==> src/logic/csf_consts.svh <==
`ifndef CSF_CONSTS_SVH
`define CSF_CONSTS_SVH

// Register offsets on the serial control port, page 0
`define CSF_OFS_OVF      8'h27
`define CSF_OFS_RSV_LO   8'h28
`define CSF_OFS_RSV_HI   8'h2b
`define CSF_OFS_PB_LAT   8'h2c
`define CSF_OFS_REC      8'h2d
`define CSF_OFS_PB_LIVE  8'h2e

// Overflow register field positions and writable reserved mask
`define CSF_OVF_DAC_BIT  7
`define CSF_OVF_DSH_BIT  5
`define CSF_OVF_ADC_BIT  3
`define CSF_OVF_ASH_BIT  1
`define CSF_OVF_WMASK    8'h05

// Playback flag field positions, shared by latched and live views
`define CSF_PB_SHORT_BIT 7
`define CSF_PB_BTN_BIT   5
`define CSF_PB_HS_BIT    4
`define CSF_PB_CMP_BIT   3
`define CSF_PB_STD_BIT   1
`define CSF_PB_AUX_BIT   0

// Record flag field positions and writable reserved mask
`define CSF_REC_NOISE_BIT 6
`define CSF_REC_STD_BIT   4
`define CSF_REC_AUX_BIT   3
`define CSF_REC_DC_BIT    2
`define CSF_REC_WMASK     8'h83

// Reset values
`define CSF_RST_BYTE     8'h00
`define CSF_RST_CNT      4'h0

// Serial transfer constants
`define CSF_BITS_BYTE    4'h8
`define CSF_LAST_TX_BIT  4'h7

`endif

==> src/logic/csf_pkg.sv <==
package csf_pkg;

	// Flag sources from the codec datapaths and detectors
	typedef struct packed {
		logic dac_ovf;
		logic dac_shift_ovf;
		logic adc_ovf;
		logic adc_shift_ovf;
		logic short_det;
		logic button;
		logic headset_in;
		logic compressor_above;
		logic gain_noise_below;
		logic dac_eng_std;
		logic dac_eng_aux;
		logic adc_eng_std;
		logic adc_eng_aux;
		logic dc_meas_rdy;
	} csf_src_s;

	// Serial slave states
	typedef enum logic [6:0] {
		CSF_ST_IDLE = 7'b0000001,
		CSF_ST_ADDR = 7'b0000010,
		CSF_ST_ACKA = 7'b0000100,
		CSF_ST_RX   = 7'b0001000,
		CSF_ST_ACKW = 7'b0010000,
		CSF_ST_TX   = 7'b0100000,
		CSF_ST_ACKR = 7'b1000000
	} csf_state_e;

endpackage : csf_pkg

==> src/logic/csf_status_bank.sv <==
`timescale 1ns/100ps
`include "csf_consts.svh"


module csf_status_bank #(
	parameter logic [6:0] DEV_ADDR = 7'h10 // Arbitrary bus address
) (
	input  wire logic              clk,
	input  wire logic              nrst,
	input  wire logic              scl_in,
	input  wire logic              sda_in,
	output      logic              sda_out,
	output      logic              sda_oe,
	input  wire csf_pkg::csf_src_s src,
	input  wire logic              int_repeat_sel,
	output      logic              int_repeat_hold
);
	import csf_pkg::*;

	if (DEV_ADDR == 7'h00) begin : g_chk
		$error("csf_status_bank: address zero is the general call");
	end

	// True when an offset lies within an inclusive range
	function automatic logic csf_hit(
		input logic [7:0] ofs,
		input logic [7:0] lo,
		input logic [7:0] hi
	);
		csf_hit = (ofs >= lo) && (ofs <= hi);
	endfunction : csf_hit

	// Line edge and bus condition pulses
	logic scl_rise;
	logic scl_fall;
	logic start_det;
	logic stop_det;

	// Slave state and its next values
	csf_state_e  st_r;
	csf_state_e  st_nxt;
	logic [3:0]  cnt_r;
	logic [3:0]  cnt_nxt;
	logic [7:0]  sh_r;
	logic [7:0]  sh_nxt;
	logic [7:0]  ptr_r;
	logic [7:0]  ptr_nxt;
	logic        oe_r;
	logic        oe_nxt;
	logic        rw_r;
	logic        rw_nxt;
	logic        first_r;
	logic        first_nxt;
	logic        nack_r;
	logic        nack_nxt;
	logic        load_tx;
	logic        wr_en;

	// Flag state
	logic [3:0]  ovf_set;
	logic [3:0]  ovf_q;
	logic [5:0]  pb_set;
	logic [5:0]  pb_q;
	logic [3:0]  rec_set;
	logic [3:0]  rec_q;
	logic [5:0]  live_r;
	logic        hs_prev_r;
	logic        hs_change;
	logic [7:0]  ovf_wr_r;
	logic [7:0]  rec_wr_r;
	logic [7:0]  rsv_mem [0:3];

	// Read side
	logic        rd_ovf;
	logic        rd_pb;
	logic        rd_rec;
	logic [7:0]  ovf_byte;
	logic [7:0]  pb_byte;
	logic [7:0]  rec_byte;
	logic [7:0]  live_byte;
	logic [7:0]  tx_byte;

	// Repeat pulsing bookkeeping
	logic        ev_pb_rec;
	logic        seen_pb_r;
	logic        seen_rec_r;
	logic        seen_pb_nxt;
	logic        seen_rec_nxt;
	logic        pend_r;
	logic        pend_nxt;

	csf_line_edge u_edge (
		.clk       (clk),
		.nrst      (nrst),
		.scl_in    (scl_in),
		.sda_in    (sda_in),
		.scl_rise  (scl_rise),
		.scl_fall  (scl_fall),
		.start_det (start_det),
		.stop_det  (stop_det)
	);

	// Event sources for each latched register
	assign ovf_set = {src.dac_ovf, src.dac_shift_ovf,
		src.adc_ovf, src.adc_shift_ovf};
	assign hs_change = src.headset_in ^ hs_prev_r;
	assign pb_set  = {src.short_det, src.button, hs_change,
		src.compressor_above, src.dac_eng_std,
		src.dac_eng_aux};
	assign rec_set = {src.gain_noise_below, src.adc_eng_std,
		src.adc_eng_aux, src.dc_meas_rdy};

	// Clear on read when a byte is loaded for sending
	assign rd_ovf = load_tx && (ptr_r == `CSF_OFS_OVF);
	assign rd_pb  = load_tx && (ptr_r == `CSF_OFS_PB_LAT);
	assign rd_rec = load_tx && (ptr_r == `CSF_OFS_REC);

	csf_sticky #(.W(4)) u_ovf (
		.clk  (clk),
		.nrst (nrst),
		.set  (ovf_set),
		.clr  (rd_ovf),
		.q    (ovf_q)
	);

	csf_sticky #(.W(6)) u_pb (
		.clk  (clk),
		.nrst (nrst),
		.set  (pb_set),
		.clr  (rd_pb),
		.q    (pb_q)
	);

	csf_sticky #(.W(4)) u_rec (
		.clk  (clk),
		.nrst (nrst),
		.set  (rec_set),
		.clr  (rd_rec),
		.q    (rec_q)
	);

	// Live playback view and headset history
	always_ff @(posedge clk or negedge nrst) begin
		if (!nrst) begin
			live_r    <= '0;
			hs_prev_r <= 1'b0;
		end else begin
			live_r    <= {pb_set[5:4], src.headset_in,
				pb_set[2:0]};
			hs_prev_r <= src.headset_in;
		end
	end

	// Overflow register view; bits 6 and 4 stay zero
	always_comb begin
		ovf_byte = ovf_wr_r;
		ovf_byte[`CSF_OVF_DAC_BIT] = ovf_q[3];
		ovf_byte[`CSF_OVF_DSH_BIT] = ovf_q[2];
		ovf_byte[`CSF_OVF_ADC_BIT] = ovf_q[1];
		ovf_byte[`CSF_OVF_ASH_BIT] = ovf_q[0];
	end

	// Latched playback view
	always_comb begin
		pb_byte = `CSF_RST_BYTE;
		pb_byte[`CSF_PB_SHORT_BIT] = pb_q[5];
		pb_byte[`CSF_PB_BTN_BIT]   = pb_q[4];
		pb_byte[`CSF_PB_HS_BIT]    = pb_q[3];
		pb_byte[`CSF_PB_CMP_BIT]   = pb_q[2];
		pb_byte[`CSF_PB_STD_BIT]   = pb_q[1];
		pb_byte[`CSF_PB_AUX_BIT]   = pb_q[0];
	end

	// Record view with stored reserved writable bits
	always_comb begin
		rec_byte = rec_wr_r;
		rec_byte[`CSF_REC_NOISE_BIT] = rec_q[3];
		rec_byte[`CSF_REC_STD_BIT]   = rec_q[2];
		rec_byte[`CSF_REC_AUX_BIT]   = rec_q[1];
		rec_byte[`CSF_REC_DC_BIT]    = rec_q[0];
	end

	// Live playback view
	always_comb begin
		live_byte = `CSF_RST_BYTE;
		live_byte[`CSF_PB_SHORT_BIT] = live_r[5];
		live_byte[`CSF_PB_BTN_BIT]   = live_r[4];
		live_byte[`CSF_PB_HS_BIT]    = live_r[3];
		live_byte[`CSF_PB_CMP_BIT]   = live_r[2];
		live_byte[`CSF_PB_STD_BIT]   = live_r[1];
		live_byte[`CSF_PB_AUX_BIT]   = live_r[0];
	end

	// Byte sent for the current pointer; unmapped offsets read zero
	assign tx_byte =
		(ptr_r == `CSF_OFS_OVF)     ? ovf_byte  :
		(ptr_r == `CSF_OFS_PB_LAT)  ? pb_byte   :
		(ptr_r == `CSF_OFS_REC)     ? rec_byte  :
		(ptr_r == `CSF_OFS_PB_LIVE) ? live_byte :
		csf_hit(ptr_r, `CSF_OFS_RSV_LO, `CSF_OFS_RSV_HI) ?
			rsv_mem[ptr_r[1:0]] : `CSF_RST_BYTE;

	// Host writes: reserved bits within the write masks, and the whole reserved range, are stored and read back as written
	always_ff @(posedge clk or negedge nrst) begin
		if (!nrst) begin
			ovf_wr_r <= `CSF_RST_BYTE;
			rec_wr_r <= `CSF_RST_BYTE;
			for (int i = 0; i < 4; i++) begin
				rsv_mem[i] <= `CSF_RST_BYTE;
			end
		end else if (wr_en) begin
			if (ptr_r == `CSF_OFS_OVF) begin
				ovf_wr_r <= sh_r & `CSF_OVF_WMASK;
			end
			if (ptr_r == `CSF_OFS_REC) begin
				rec_wr_r <= sh_r & `CSF_REC_WMASK;
			end
			if (csf_hit(ptr_r, `CSF_OFS_RSV_LO, `CSF_OFS_RSV_HI)) begin
				rsv_mem[ptr_r[1:0]] <= sh_r;
			end
		end
	end

	// Serial slave: receive on rising clock, drive on falling clock
	always_comb begin
		st_nxt    = st_r;
		cnt_nxt   = cnt_r;
		sh_nxt    = sh_r;
		ptr_nxt   = ptr_r;
		oe_nxt    = oe_r;
		rw_nxt    = rw_r;
		first_nxt = first_r;
		nack_nxt  = nack_r;
		load_tx   = 1'b0;
		wr_en     = 1'b0;
		if (stop_det) begin
			st_nxt = CSF_ST_IDLE;
			oe_nxt = 1'b0;
		end else if (start_det) begin
			st_nxt  = CSF_ST_ADDR;
			cnt_nxt = `CSF_RST_CNT;
			oe_nxt  = 1'b0;
		end else begin
			unique case (st_r)
				CSF_ST_IDLE: begin
				end
				CSF_ST_ADDR: begin
					if (scl_rise) begin
						sh_nxt  = {sh_r[6:0], sda_in};
						cnt_nxt = cnt_r + 4'h1;
					end else if (scl_fall && cnt_r == `CSF_BITS_BYTE) begin
						if (sh_r[7:1] == DEV_ADDR) begin
							oe_nxt = 1'b1;
							rw_nxt = sh_r[0];
							st_nxt = CSF_ST_ACKA;
						end else begin
							st_nxt = CSF_ST_IDLE;
						end
					end
				end
				CSF_ST_ACKA: begin
					if (scl_fall && rw_r) begin
						load_tx = 1'b1;
						sh_nxt  = tx_byte;
						oe_nxt  = ~tx_byte[7];
						cnt_nxt = `CSF_RST_CNT;
						ptr_nxt = ptr_r + 8'h01;
						st_nxt  = CSF_ST_TX;
					end else if (scl_fall) begin
						oe_nxt    = 1'b0;
						first_nxt = 1'b1;
						cnt_nxt   = `CSF_RST_CNT;
						st_nxt    = CSF_ST_RX;
					end
				end
				CSF_ST_RX: begin
					if (scl_rise) begin
						sh_nxt  = {sh_r[6:0], sda_in};
						cnt_nxt = cnt_r + 4'h1;
					end else if (scl_fall && cnt_r == `CSF_BITS_BYTE) begin
						oe_nxt = 1'b1;
						st_nxt = CSF_ST_ACKW;
						if (first_r) begin
							ptr_nxt   = sh_r;
							first_nxt = 1'b0;
						end else begin
							wr_en   = 1'b1;
							ptr_nxt = ptr_r + 8'h01;
						end
					end
				end
				CSF_ST_ACKW: begin
					if (scl_fall) begin
						oe_nxt  = 1'b0;
						cnt_nxt = `CSF_RST_CNT;
						st_nxt  = CSF_ST_RX;
					end
				end
				CSF_ST_TX: begin
					if (scl_fall && cnt_r == `CSF_LAST_TX_BIT) begin
						oe_nxt = 1'b0;
						st_nxt = CSF_ST_ACKR;
					end else if (scl_fall) begin
						sh_nxt  = {sh_r[6:0], 1'b0};
						oe_nxt  = ~sh_r[6];
						cnt_nxt = cnt_r + 4'h1;
					end
				end
				CSF_ST_ACKR: begin
					if (scl_rise) begin
						nack_nxt = sda_in;
					end else if (scl_fall && nack_r) begin
						st_nxt = CSF_ST_IDLE;
					end else if (scl_fall) begin
						load_tx = 1'b1;
						sh_nxt  = tx_byte;
						oe_nxt  = ~tx_byte[7];
						cnt_nxt = `CSF_RST_CNT;
						ptr_nxt = ptr_r + 8'h01;
						st_nxt  = CSF_ST_TX;
					end
				end
				default: begin
					st_nxt = CSF_ST_IDLE;
					oe_nxt = 1'b0;
				end
			endcase
		end
	end

	// Serial slave registers
	always_ff @(posedge clk or negedge nrst) begin
		if (!nrst) begin
			st_r    <= CSF_ST_IDLE;
			cnt_r   <= `CSF_RST_CNT;
			sh_r    <= `CSF_RST_BYTE;
			ptr_r   <= `CSF_RST_BYTE;
			oe_r    <= 1'b0;
			rw_r    <= 1'b0;
			first_r <= 1'b0;
			nack_r  <= 1'b0;
		end else begin
			st_r    <= st_nxt;
			cnt_r   <= cnt_nxt;
			sh_r    <= sh_nxt;
			ptr_r   <= ptr_nxt;
			oe_r    <= oe_nxt;
			rw_r    <= rw_nxt;
			first_r <= first_nxt;
			nack_r  <= nack_nxt;
		end
	end

	// Pending until the latched playback and record registers both read since the last event of either
	assign ev_pb_rec    = |pb_set | |rec_set;
	assign seen_pb_nxt  = ~ev_pb_rec & (seen_pb_r | rd_pb);
	assign seen_rec_nxt = ~ev_pb_rec & (seen_rec_r | rd_rec);
	assign pend_nxt     = ev_pb_rec | (pend_r &
		~((seen_pb_r | rd_pb) & (seen_rec_r | rd_rec)));

	// Repeat bookkeeping and pin-facing outputs
	always_ff @(posedge clk or negedge nrst) begin
		if (!nrst) begin
			seen_pb_r       <= 1'b0;
			seen_rec_r      <= 1'b0;
			pend_r          <= 1'b0;
			int_repeat_hold <= 1'b0;
			sda_oe          <= 1'b0;
			sda_out         <= 1'b0;
		end else begin
			seen_pb_r       <= seen_pb_nxt;
			seen_rec_r      <= seen_rec_nxt;
			pend_r          <= pend_nxt;
			int_repeat_hold <= pend_nxt & int_repeat_sel;
			sda_oe          <= oe_nxt;
			sda_out         <= 1'b0; // Open drain: only ever pulls low
		end
	end

endmodule : csf_status_bank

==> src/logic/csf_sticky.sv <==
`timescale 1ns/100ps

module csf_sticky #(
	parameter int W = 4
) (
	input  wire logic         clk,
	input  wire logic         nrst,
	input  wire logic [W-1:0] set,
	input  wire logic         clr,
	output      logic [W-1:0] q
);
	logic [W-1:0] q_nxt;

	if (W < 1) begin : g_chk
		$error("csf_sticky: width must be at least one");
	end

	// A set in the clearing cycle survives the clear
	assign q_nxt = set | (q & ~{W{clr}});

	// Flag storage
	always_ff @(posedge clk or negedge nrst) begin
		if (!nrst) begin
			q <= '0;
		end else begin
			q <= q_nxt;
		end
	end

endmodule : csf_sticky

==> src/logic/csf_line_edge.sv <==
`timescale 1ns/100ps

module csf_line_edge (
	input  wire logic clk,
	input  wire logic nrst,
	input  wire logic scl_in,
	input  wire logic sda_in,
	output      logic scl_rise,
	output      logic scl_fall,
	output      logic start_det,
	output      logic stop_det
);
	logic scl_r;
	logic sda_r;

	// Previous line levels; an idle bus sits high
	always_ff @(posedge clk or negedge nrst) begin
		if (!nrst) begin
			scl_r <= 1'b1;
			sda_r <= 1'b1;
		end else begin
			scl_r <= scl_in;
			sda_r <= sda_in;
		end
	end

	// Clock edges, and data edges while the clock stays high
	assign scl_rise  = scl_in & ~scl_r;
	assign scl_fall  = ~scl_in & scl_r;
	assign start_det = scl_in & scl_r & sda_r & ~sda_in;
	assign stop_det  = scl_in & scl_r & ~sda_r & sda_in;

endmodule : csf_line_edge

==> config.mk <==
export PLATFORM = sky130hd
export DESIGN_NAME = csf_status_bank
export DESIGN_NICKNAME = d
export VERILOG_FILES = /design/src/logic/csf_pkg.sv /design/src/logic/csf_status_bank.sv /design/src/logic/csf_sticky.sv /design/src/logic/csf_line_edge.sv
export VERILOG_INCLUDE_DIRS = /design/src /design/src/logic
export SDC_FILE = /design/constraint.sdc
export NUM_CORES = 1
export LEC_CHECK = 0
export ABC_AREA = 1
export BUFFER_PORTS_ARGS = -buffer_cell sky130_fd_sc_hd__clkbuf_2
export CAP_MARGIN = 0
export CORE_ASPECT_RATIO = 0.75
export CORE_MARGIN = 2
export CORE_UTILIZATION = 50
export CTS_CLUSTER_SIZE = 16
export DETAILED_ROUTE_END_ITERATION = 8
export GPL_TIMING_DRIVEN = 0
export HOLD_SLACK_MARGIN = 0.05
export PLACE_DENSITY = 0.67
export RECOVER_POWER = 100
export SLEW_MARGIN = 30
export SYNTH_ARGS = -nofsm -noshare
export SYNTH_HDL_FRONTEND = slang
export SYNTH_SLANG_ARGS = --single-unit
==> constraint.sdc <==
create_clock -name clk -period 2.2 [get_ports clk]
set_input_delay 0.22 -clock clk [delete_from_list [all_inputs] [get_ports clk]]
set_output_delay 0.22 -clock clk [all_outputs]
set_load 0.03 [all_outputs]
==> summary.md, run 1 <==
| Metric | Value |
|---|---|
| Die area | between 10000 and 15000 um2 |
| Post-route clock period utilization | 92.91% |
| TritonCTS Sinks | 94 |
| Sequential-to-total area share from yosys stat | between 40% and 50% |
| Die height | 93.32 um |
| Area Growth Syn to Fin | 12.61% |
| Worst-path fanout max | 9 |
| Root Driver | clkbuf_16 |
| Met1 WL | 6822 um |
| Post-Syn Area | approximately 5300 um2 |
| Routed WL | 13860 um |
| Final hold vios | 0 |
| Vias/cell | approximately 5.3 |
| Critical Path End Type | register |
| Pin count of the biggest net entering global routing | 52 |
| Met2 wire len | between 5000 and 6000 um |
| Max transition margin | a little over a fifth |
| Area of the core | roughly 10000 um2 |
| Class of the worst hold path | input pin to register |
| Cell count after synthesis | approximately 730 |
| DR pass1 iterations | 5 |
| DRC | 0 |
| Fin util | ~58% |
| Post-synth ARST share | between 90% and 100% |
| Syn. warnings | 0 |
| Syn_nets | approximately 760 |
| Reg clk slew, reported paths | approximately 0.070 ns |
| Critical Path RT | 2.45 ns |
| Leakage | just over 0.003 uW |
| # setup viols final | 0 |
| Worst path cell trace | clkinvlp_4 > ha_1 > nand2_1 > nor2_4 > inv_1 > nand2_1 > inv_1 > nand2_1 > nand2_1 > nand3_1 > nand2_1 > nand2_1 > nand2_1 |
| Maxcap violations | 0 |
| GRT Total Usage | 26.62% |
| DR WL met3 | roughly 1100 um |
| Htree depth | 3 |
| Deepest clock path buffer count | 2 |
| Later-pin clock latency in the skew report | roughly 0.35 ns |
| Vias in the first global route | 4642 |
| Post-DP HPWL | approximately 10000 um |
| Post-Place Cell Area | approximately 5600 um2 |
| Setup WS post-layout | 0.1559 ns |
| Initial antenna violation count | 0 |
| Top Metal Used | met4 |
| Number of synthesized flops with an enable pin | 0 |
| Tightest Pin Transition | around 1.2 ns |
| Layout Nets | between 800 and 900 |
| RePlAce Congestion | around 0.97 |
| Ys flop type | dfrtp_1 |
| Final min period | 2.044 ns |
| # diodes | 0 |
| CTS buffer count | 9 |
| Peak Freq | 0.4892 GHz |
| DR vias | approximately 4800 |
| Setup tns final | 0 ns |
| CTS tree | built |
| Status | finished, final reports clean |
| Max Slew Vio Count | 0 |
| Slowest stage delay, CP | 0.45 ns |
| # IOs | 22 |
| Clk_skew | 0.01128 ns |
| First DRT Iteration DRCs | 566 |
| Worst hold slack | roughly 0.060 ns |
| CP startpoint kind | register |
| GRT overflow | 0 |
| Row Count | 32 |
| Avg WL per Cell | about 15 um |
| Final instance area | around 6000 um2 |
| Crit path kind | register to register |
| First-pass GRT wire length | 23400 um |
| Slowest CP cell | dfrtp_1 |
| Critical Path Most Common Cell | nand2_1 |
| Die Width | about 120 um |
| I/O Buffers | 20 |
| Yosys reg bits | 94 |
| Worst slack, placed | -0.1621 ns |
| Pwr per Cell Area | 746.8 nW/um2 |
| Mean area per synthesized cell | between 7 and 8 um2 |
| Peak VDD IR | just under 0.5 mV |
| Initial cell density of the core | between 50% and 60% |
| Share of cells above drive strength 1 | 11.14% |
| FILL cells | ~970 |
| CP arrival | 2.29 ns |
| Netlist cell types | 37 |
| Antenna violation net count after detailed routing | 0 |
## registers in the layout, summed over array words and instances, names as in the netlist, 2 cells and up
| name | flops |
|---|---|
| u_pb.q | 6 |
| u_rec.q | 4 |
| sh_r | 8 |
| cnt_r | 4 |
| rec_wr_r | 3 |
| ptr_r | 8 |
| live_r | 6 |
| u_ovf.q | 4 |
| rsv_mem | 32 |
| st_r | 7 |
| ovf_wr_r | 2 |
## repair_timing
item                                    4_1_cts  5_1_grt
endpoints found under the hold margin        47        0
setup buffers                                 0        3
resized for setup                             0        5
hold buffers                                  8        0
pin swaps                                     0        0
endpoints found under the setup margin       15       14
cloned                                        0        0
## cells in the mapped netlist, types with 2 or more instances
| cell | count | area [um2] |
|---|---|---|
| ha_1 | 6 | 75.07 |
| dfrtp_1 | 91 | 2277 |
| dfstp_2 | 3 | 78.83 |
| clkbuf_1 | 3 | 11.26 |
| xor2_1 | 6 | 52.55 |
| o21ai_1 | 37 | 185.2 |
| nor3_1 | 4 | 20.02 |
| o21ai_2 | 8 | 70.07 |
| nor2_4 | 5 | 56.30 |
| clkinv_1 | 2 | 7.510 |
| nand2_2 | 13 | 81.33 |
| nand4_1 | 4 | 25.02 |
| nor2_1 | 68 | 255.2 |
| inv_1 | 99 | 371.6 |
| o21ai_0 | 45 | 225.2 |
| buf_6 | 5 | 56.30 |
| nand3b_1 | 2 | 15.01 |
| buf_2 | 2 | 10.01 |
| nand2_1 | 234 | 878.3 |
| inv_2 | 4 | 15.01 |
| o21bai_1 | 4 | 30.03 |
| a21oi_1 | 16 | 80.08 |
| o22ai_1 | 2 | 12.51 |
| nand3_1 | 47 | 235.2 |
| nor2_2 | 12 | 75.07 |
## cells in the final DEF (no fill, tap or decap), types with 12 or more instances in the layout
cell type  instances
a21oi_1           16
clkbuf_1          12
dfrtp_1           91
inv_1             98
nand2_1          235
nand2_2           12
nand3_1           46
nor2_1            71
o21ai_0           46
o21ai_1           35
## cell families after synthesis
group                    count (synthesis)  share of synthesized area (%)
flip-flops                              94                          44.30
AND/OR/NAND/NOR                        394                          32.18
adder cells (fa/ha/maj)                  6                          1.411
other                                    1                        0.07050
AO/OA/AOI/OAI                          117                          12.04
XOR/XNOR                                 6                         0.9880
buffers and inverters                  116                          9.010
## metrics by stage
step	instances	power (uW)
after global placement	890	2897
after detailed placement	891	2922
after global routing	917	4706
final	917	4473
after CTS	914	4456
after floorplan	734	2592
## layer usage
layer  track usage [%]  vias to the layer above
li1                  -                     2390
met3             5.976                       18
met5                 0                        -
met1             41.18                     2245
met2             37.06                      180
met4             7.576                        0
## where the power goes
group | internal (uW) | leakage, uW | switching (uW)
combinational | 303 | 0.00172 | 669
sequential | 1840 | 0.00119 | 131
clock | 793 | 0.000144 | 739
total | 2930 | 0.00305 | 1540
## path summary, 6_finish.rpt
check	depth (start not counted)	start	slack (ns)	end
worst min-delay path	2	src[10]	0.06	u_ovf.q[0]$_DFF_PN0_
worst max register to register	13	ptr_r[1]$_DFFE_PN0P_	0.16	sda_oe$_DFFE_PN0P_
worst max-delay path	13	ptr_r[1]$_DFFE_PN0P_	0.16	sda_oe$_DFFE_PN0P_
worst min register to register	2	pend_r$_DFF_PN0_	0.48	pend_r$_DFF_PN0_
max in group asynchronous	3	nrst	0.74	ptr_r[2]$_DFFE_PN0P_
min in group asynchronous	2	nrst	0.63	seen_rec_r$_DFF_PN0_
## layout make-up
type / instances / area [um2] / area share [%]
multi-input cells: 524 / 2487 / 41.53
plain buffers: 10 / 68.82 / 1.149
flip-flops and latches: 94 / 2356 / 39.34
clock inverters: 7 / 62.56 / 1.044
repair buffers: 32 / 217.7 / 3.635
inverters: 105 / 401.6 / 6.706
clock buffers: 9 / 225.2 / 3.760
well taps: 136 / 170.2 / 2.841
## critical path: cells and delay by family, from the launching register on
kind / cells / cell delay [ns]
fa+ha+maj: 1 / 0.23
simple gates: 9 / 0.88
flops: 1 / 0.45
buf+inv: 3 / 0.38
No activity file was read; power rests on OpenSTA's default activity.
==> inputs of run 2 (changes only) <==
--- a/config.mk
+++ b/config.mk
@@ -9,7 +9,6 @@
 export ABC_AREA = 1
 export BUFFER_PORTS_ARGS = -buffer_cell sky130_fd_sc_hd__clkbuf_2
 export CAP_MARGIN = 0
-export CORE_ASPECT_RATIO = 0.75
 export CORE_MARGIN = 2
 export CORE_UTILIZATION = 50
 export CTS_CLUSTER_SIZE = 16
==> summary.md, run 2 (synthesized netlist as in run 1, its figures left out) <==
| Metric | Value |
|---|---|
| Reg clk slew, reported paths | ~0.09 ns |
| Die height | between 100 and 150 um |
| Tightest Pin Transition | about 1.1 ns |
| Routed WL | roughly 14000 um |
| GRT overflow | 0 |
| Total Power | approximately 4200 uW |
| Post-route clock period utilization | 93.33% |
| Clock network power share | 30.8% |
| Leakage | just over 0.003 uW |
| CTS tree | built |
| CTS buffer count | 9 |
| DRC | 0 |
| Later-pin clock latency in the skew report | approximately 0.37 ns |
| Multi-input combinational cell area | ~2500 um2 |
| Vias/cell | 5.266 |
| Peak Freq | 0.4870 GHz |
| Most flops, register | rsv_mem |
| First-pass GRT wire length | ~23000 um |
| Initial cell density of the core | 51.52% |
| Max transition margin | a little over a quarter |
| Htree depth | 3 |
| Critical Path End Type | register |
| Avg WL per Cell | between 10 and 15 um |
| Deepest clock path buffer count | 2 |
| DR vias | 4855 |
| Pwr per Cell Area | just over 700 nW/um2 |
| Worst path cell trace | dlygate4sd3_1 > clkbuf_1 > inv_2 > nand2_2 > nor2_1 > inv_1 > nand2_1 > nand2_1 > nor2_2 > nand2_1 > buf_6 > nand2_1 > o21ai_0 |
| Die area | 11480 um2 |
| GRT Total Usage | roughly 26% |
| # setup viols final | 0 |
| Crit path kind | input pin to register |
| # IOs | 22 |
| Combined flip-flop and latch cell area | approximately 2400 um2 |
| DR pass1 iterations | 5 |
| Layout Nets | about 800 |
| Internal cell power | about 2800 uW |
| Root Driver | clkbuf_8 |
| Register share of total power | a little under half |
| Placed cell count | 891 |
| Slowest stage delay, CP | 0.54 ns |
| Post-DP HPWL | around 9900 um |
| RePlAce Congestion | 0.8907 |
| Area of the core | slightly above 10000 um2 |
| Maxcap violations | 0 |
| Flip-flop count of the largest register after layout | 32 |
| CP arrival | about 2.3 ns |
| Most frequent cells in the layout | nand2_1 (236), inv_1 (98), dfrtp_1 (91), nor2_1 (69), o21ai_0 (51) |
| RSZ-0062 raised after global routing | true |
| FILL cells | approximately 1000 |
| Reg2Reg Depth | 11 |
| Hold Path Stages | 2 |
| Pin count of the biggest net entering global routing | 56 |
| TritonCTS Sinks | 94 |
| Antenna violation net count after detailed routing | 0 |
| Switching part of the total | approximately a third |
| Comb pwr share | a little under a quarter |
| Initial antenna violation count | 0 |
| Die Width | about 110 um |
| Share of cells above drive strength 1 | between 10 and 15% |
| First DRT Iteration DRCs | 370 |
| Final std cells w/o fill | between 900 and 1000 |
| CP startpoint kind | input pin |
| Worst-path fanout max | 10 |
| Max Slew Vio Count | 0 |
| Area Growth Syn to Fin | 12.59% |
| # diodes | 0 |
| Slowest CP cell | dlygate4sd3_1 |
| I/O Buffers | 20 |
| Row Count | 37 |
| Final min period | 2.053 ns |
| Peak VDD IR | roughly 0.47 mV |
| Commonest non-fill, non-tap cell in the layout | nand2_1 |
| Class of the worst hold path | input pin to register |
| Clk_skew | about 0.016 ns |
| Largest regs | rsv_mem x32, ptr_r x8, sh_r x8 |
| Critical Path Most Common Cell | nand2_1 |
| Critical Path RT | approximately 2.5 ns |
| Final hold vios | 0 |
| Status | finished, final reports clean |
| Sw power | approximately 1400 uW |
| Vias in the first global route | around 4800 |
-- run 2: cell types whose count changed in the layout (fill, tap and decap cells not counted), moves of 4 or more --
cell           before  now
clkbuf_16           9    0
o21ai_1            35   31
dlygate4sd3_1       8   14
clkbuf_8            0    9
o21ai_0            46   51
-- run 2: area by class of cell --
type,count,area share (%)
multi-input cells,524,41.52
flip-flops and latches,94,39.34
inverters,105,6.707
repair buffers,37,4.534
well taps,136,2.842
clock buffers,10,2.131
clock inverters,6,1.567
plain buffers,10,1.358
-- run 2: power by group through the flow --
| stage | registers, uW | logic (uW) | clock network [uW] |
|---|---|---|---|
| floorplan | 1960 | 634 | 0 |
| global placement | 1990 | 897 | 0 |
| detailed placement | 1990 | 919 | 0 |
| CTS | 1960 | 940 | 1320 |
| global route | 1980 | 1090 | 1390 |
| finish | 1960 | 959 | 1300 |
-- run 2: stage by stage --
stage	setup slack [ns]	util (%)	instance area [um2]	hold WS (ns)	TNS (ns)
final	0.1467	58.01	5988	0.05744	0
after global routing	-0.005327	58.01	5988	0.06682	-0.005327
after CTS	0.006523	57.96	5983	0.05549	0
after detailed placement	-0.1565	54.49	5625	0.1724	-0.9050
after global placement	-0.2793	54.14	5589	0.3436	-25.45
after floorplan	0.3974	-	5319	-0.07559	0
-- run 2: worst paths after layout --
path | slack, ns | to | startpoint
hold / removal | 0.06 | u_ovf.q[0]$_DFF_PN0_ | src[10]
max in group asynchronous | 0.81 | u_rec.q[0]$_DFF_PN0_ | nrst
min in group asynchronous | 0.59 | st_r[2]$_DFFE_PN0P_ | nrst
setup reg to reg | 0.16 | rsv_mem[15]$_DFFE_PN0P_ | ptr_r[2]$_DFFE_PN0P_
hold reg to reg | 0.48 | pend_r$_DFF_PN0_ | pend_r$_DFF_PN0_
setup / recovery | 0.15 | ptr_r[7]$_DFFE_PN0P_ | scl_in
-- run 2: critical path, delay by kind of cell --
kind	cells	cell delay (ns)
buffers and inverters	5	1.11
AND/OR/NAND/NOR	7	0.91
AO/OA/AOI/OAI	1	0.07
-- run 2: repair_timing --
item                                    4_1_cts  5_1_grt
endpoints found under the setup margin       13       16
setup buffers                                 0        2
hold endpoints to repair                     49        0
hold buffers                                 14        0
resized for setup                             0        4
-- run 2: metal layers --
layer / global-route usage (%) / up-vias / share of wire [%]
li1: - / 2401 / -
met1: 35.63 / 2278 / 46
met2: 40.96 / 157 / 47
met3: 3.830 / 19 / 4.5
met4: 8.998 / 0 / 1.6
met5: 0 / - / 0
==> inputs of run 3 (changes only) <==
--- a/config.mk
+++ b/config.mk
@@ -6,17 +6,18 @@
 export SDC_FILE = /design/constraint.sdc
 export NUM_CORES = 1
 export LEC_CHECK = 0
-export ABC_AREA = 1
 export BUFFER_PORTS_ARGS = -buffer_cell sky130_fd_sc_hd__clkbuf_2
 export CAP_MARGIN = 0
 export CORE_MARGIN = 2
 export CORE_UTILIZATION = 50
 export CTS_CLUSTER_SIZE = 16
 export DETAILED_ROUTE_END_ITERATION = 8
+export GPL_ROUTABILITY_DRIVEN = 0
 export GPL_TIMING_DRIVEN = 0
 export HOLD_SLACK_MARGIN = 0.05
 export PLACE_DENSITY = 0.67
 export RECOVER_POWER = 100
+export SKIP_CTS_REPAIR_TIMING = 1
 export SLEW_MARGIN = 30
 export SYNTH_ARGS = -nofsm -noshare
 export SYNTH_HDL_FRONTEND = slang
==> summary.md, run 3 <==
| Metric | Value |
|---|---|
| Most numerous cell in the Yosys netlist | dfrtp_1 |
| Area of the core | roughly 9300 um2 |
| Root Driver | clkbuf_8 |
| Post-synth ARST share | between 90% and 100% |
| Fin util | between 60 and 70% |
| Crit path kind | register to register |
| CP startpoint kind | register |
| Top post-synthesis cells by area | dfrtp_1 (47%), mux2_2 (8.1%), mux4_2 (3.7%) |
| RSZ-0062 raised after global routing | true |
| Row Count | 35 |
| # IOs | 22 |
| Pwr per Cell Area | slightly below 600 nW/um2 |
| R2r setup slk | -0.18 ns |
| Most flops, register | rsv_mem |
| Crit Reg-Reg Startpoint | u_edge.scl_r$_DFF_PN1_ |
| Worst Hold End | u_rec.q[1]$_DFF_PN0_ |
| Die height | between 100 and 150 um |
| Setup WS post-layout | -0.1772 ns |
| Class of the worst hold path | input pin to register |
| Pin count of the biggest net entering global routing | 82 |
| Maxcap violations | 0 |
| Post-DP HPWL | about 8000 um |
| Critical Path Most Common Cell | buf_6 |
| Deepest clock path buffer count | 2 |
| TritonCTS Sinks | 94 |
| Flip-flop count of the largest register after layout | 32 |
| Peak VDD IR | ~0.42 mV |
| Combined flip-flop and latch cell area | 2362 um2 |
| Final hold vios | 0 |
| DR pass1 iterations | 6 |
| DRC | 0 |
| Sequential-to-total area share from yosys stat | 48.68% |
| Antenna violation net count after detailed routing | 0 |
| CP Buf/Inv Count | 2 |
| Hold Path Stages | 2 |
| Cell count after synthesis | about 450 |
| Final min period | 2.377 ns |
| I/O Buffers | 20 |
| Slowest stage delay, CP | roughly 0.56 ns |
| Most frequent cells in the layout | dfrtp_1 (86), mux2_2 (35), nand2_1 (30), buf_4 (29) |
| Initial cell density of the core | between 50% and 60% |
| CP arrival | approximately 2.6 ns |
| # setup viols final | 42 |
| Crit path launch | u_edge.scl_r$_DFF_PN1_ |
| Syn. warnings | 0 |
| Worst reg2reg path endpoint | rsv_mem[0]$_DFFE_PN0P_ |
| Avg WL per Cell | 18.61 um |
| Share of cells above drive strength 1 | around a third |
| Vias in the first global route | between 3000 and 4000 |
| Share of the synthesized area in the top cell type | 47.05% |
| Worst hold slack | approximately 0.054 ns |
| Netlist cell types | 66 |
| Layout Nets | approximately 550 |
| DR vias | 3939 |
| Delay-heaviest family, CP | simple AND/OR/NAND/NOR gates |
| Status | finished with violations |
| # diodes | 0 |
| Synth area leader | dfrtp_1 |
| CTS buffer count | 9 |
| Final std cells w/o fill | 660 |
| Syn_nets | ~480 |
| Largest regs | rsv_mem x32, ptr_r x8, sh_r x8 |
| Die area | between 10000 and 15000 um2 |
| Post-Syn Area | between 4000 and 5000 um2 |
| Mean area per synthesized cell | between 10 and 15 um2 |
| Htree depth | 3 |
| Multi-input combinational cell area | between 2000 and 3000 um2 |
| Yosys reg bits | 94 |
| First-pass GRT wire length | approximately 18000 um |
| Area Growth Syn to Fin | 23.86% |
| Worst slack, placed | -0.4775 ns |
| Peak Freq | between 0.4 and 0.5 GHz |
| Ys flop type | dfrtp_1 |
| Slowest CP cell | dfstp_2 |
| Reg2Reg Depth | 8 |
| Reg clk slew, reported paths | around 0.10 ns |
| Die Width | 102.4 um |
| Max Slew Vio Count | 0 |
| Placed cell count | between 600 and 700 |
| Vias/cell | just under 6 |
| CTS tree | built |
| First DRT Iteration DRCs | between 200 and 250 |
| Failing checks | setup timing |
| Leakage | 0.002591 uW |
| Max transition margin | between 40% and 50% |
| GRT overflow | 0 |
| Critical Path RT | around 2.5 ns |
| Post-synth top cells | dfrtp_1 (91), nand2_1 (36), mux2_2 (35), a21oi_1 (28), nor2_1 (26) |
| Commonest non-fill, non-tap cell in the layout | dfrtp_1 |
| Routed WL | around 12000 um |
| Critical Path End Type | register |
| Later-pin clock latency in the skew report | 0.36 ns |
| Number of synthesized flops with an enable pin | 0 |
| Worst path cell trace | and2b_1 > buf_6 > nand4b_1 > or2_4 > nor4_4 > buf_6 > nand2_8 > mux2_4 |
| Clk_skew | 0.01144 ns |
| Tightest Pin Transition | between 0.7 and 0.8 ns |
| Min-Delay Startpoint | src[1] |
| Initial antenna violation count | 0 |
| Worst-path fanout max | 8 |
| Post-route clock period utilization | 108.1% |
| FILL cells | 750 |
| GRT Total Usage | between 20% and 30% |
==> run 3: layout make-up <==
class                           count  area share, %
Buffer                             19          2.421
Clock buffer                       10          2.129
Clock inverter                      6         0.9184
Inverter                           12         0.8140
Multi-Input combinational cell    327          43.60
Sequential cell                    94          39.41
Tap cell                          129          2.693
Timing Repair Buffer               63          8.015
==> run 3: kinds of logic after synthesis <==
kind of cell | share of synthesized area, %
and+or+nand+nor | 16.86
AOI/OAI and AO/OA | 15.85
DFF | 48.68
muxes | 13.16
buffers and inverters | 3.102
adders and majority gates | 1.551
xor gates and xnor gates | 0.7240
other | 0.07749
==> run 3: routing by layer <==
layer	track usage (%)	part of all wire (%)
met3	3.352	4.3
met2	36.03	48
met1	33.96	46
met4	5.846	1.2
met5	0	0
==> run 3: per-stage QoR <==
step / setup TNS [ns] / power [uW] / area (um2)
finish: -6.193 / 3509 / 5995
global route: -8.865 / 3648 / 5995
CTS: -27.01 / 3383 / 5330
detailed placement: -25.40 / 2286 / 5147
global placement: -43.75 / 2267 / 5111
floorplan: -0.01289 / 2118 / 4850
==> run 3: worst max-delay path by stage <==
stage	to	cells past startpoint
floorplan	rsv_mem[28]$_DFFE_PN0P_	7
global placement	int_repeat_hold$_DFF_PN0_	8
detailed placement	int_repeat_hold$_DFF_PN0_	8
CTS	int_repeat_hold$_DFF_PN0_	8
global route	rsv_mem[7]$_DFFE_PN0P_	7
finish	rsv_mem[0]$_DFFE_PN0P_	8
==> run 3: where the power goes <==
group | switching, uW | total, uW | leakage, uW | internal, uW
sequential | 76.5 | 1860 | 0.00119 | 1790
combinational | 309 | 539 | 0.00131 | 230
clock | 673 | 1110 | 0.0000869 | 434
total | 1060 | 3510 | 0.00259 | 2450
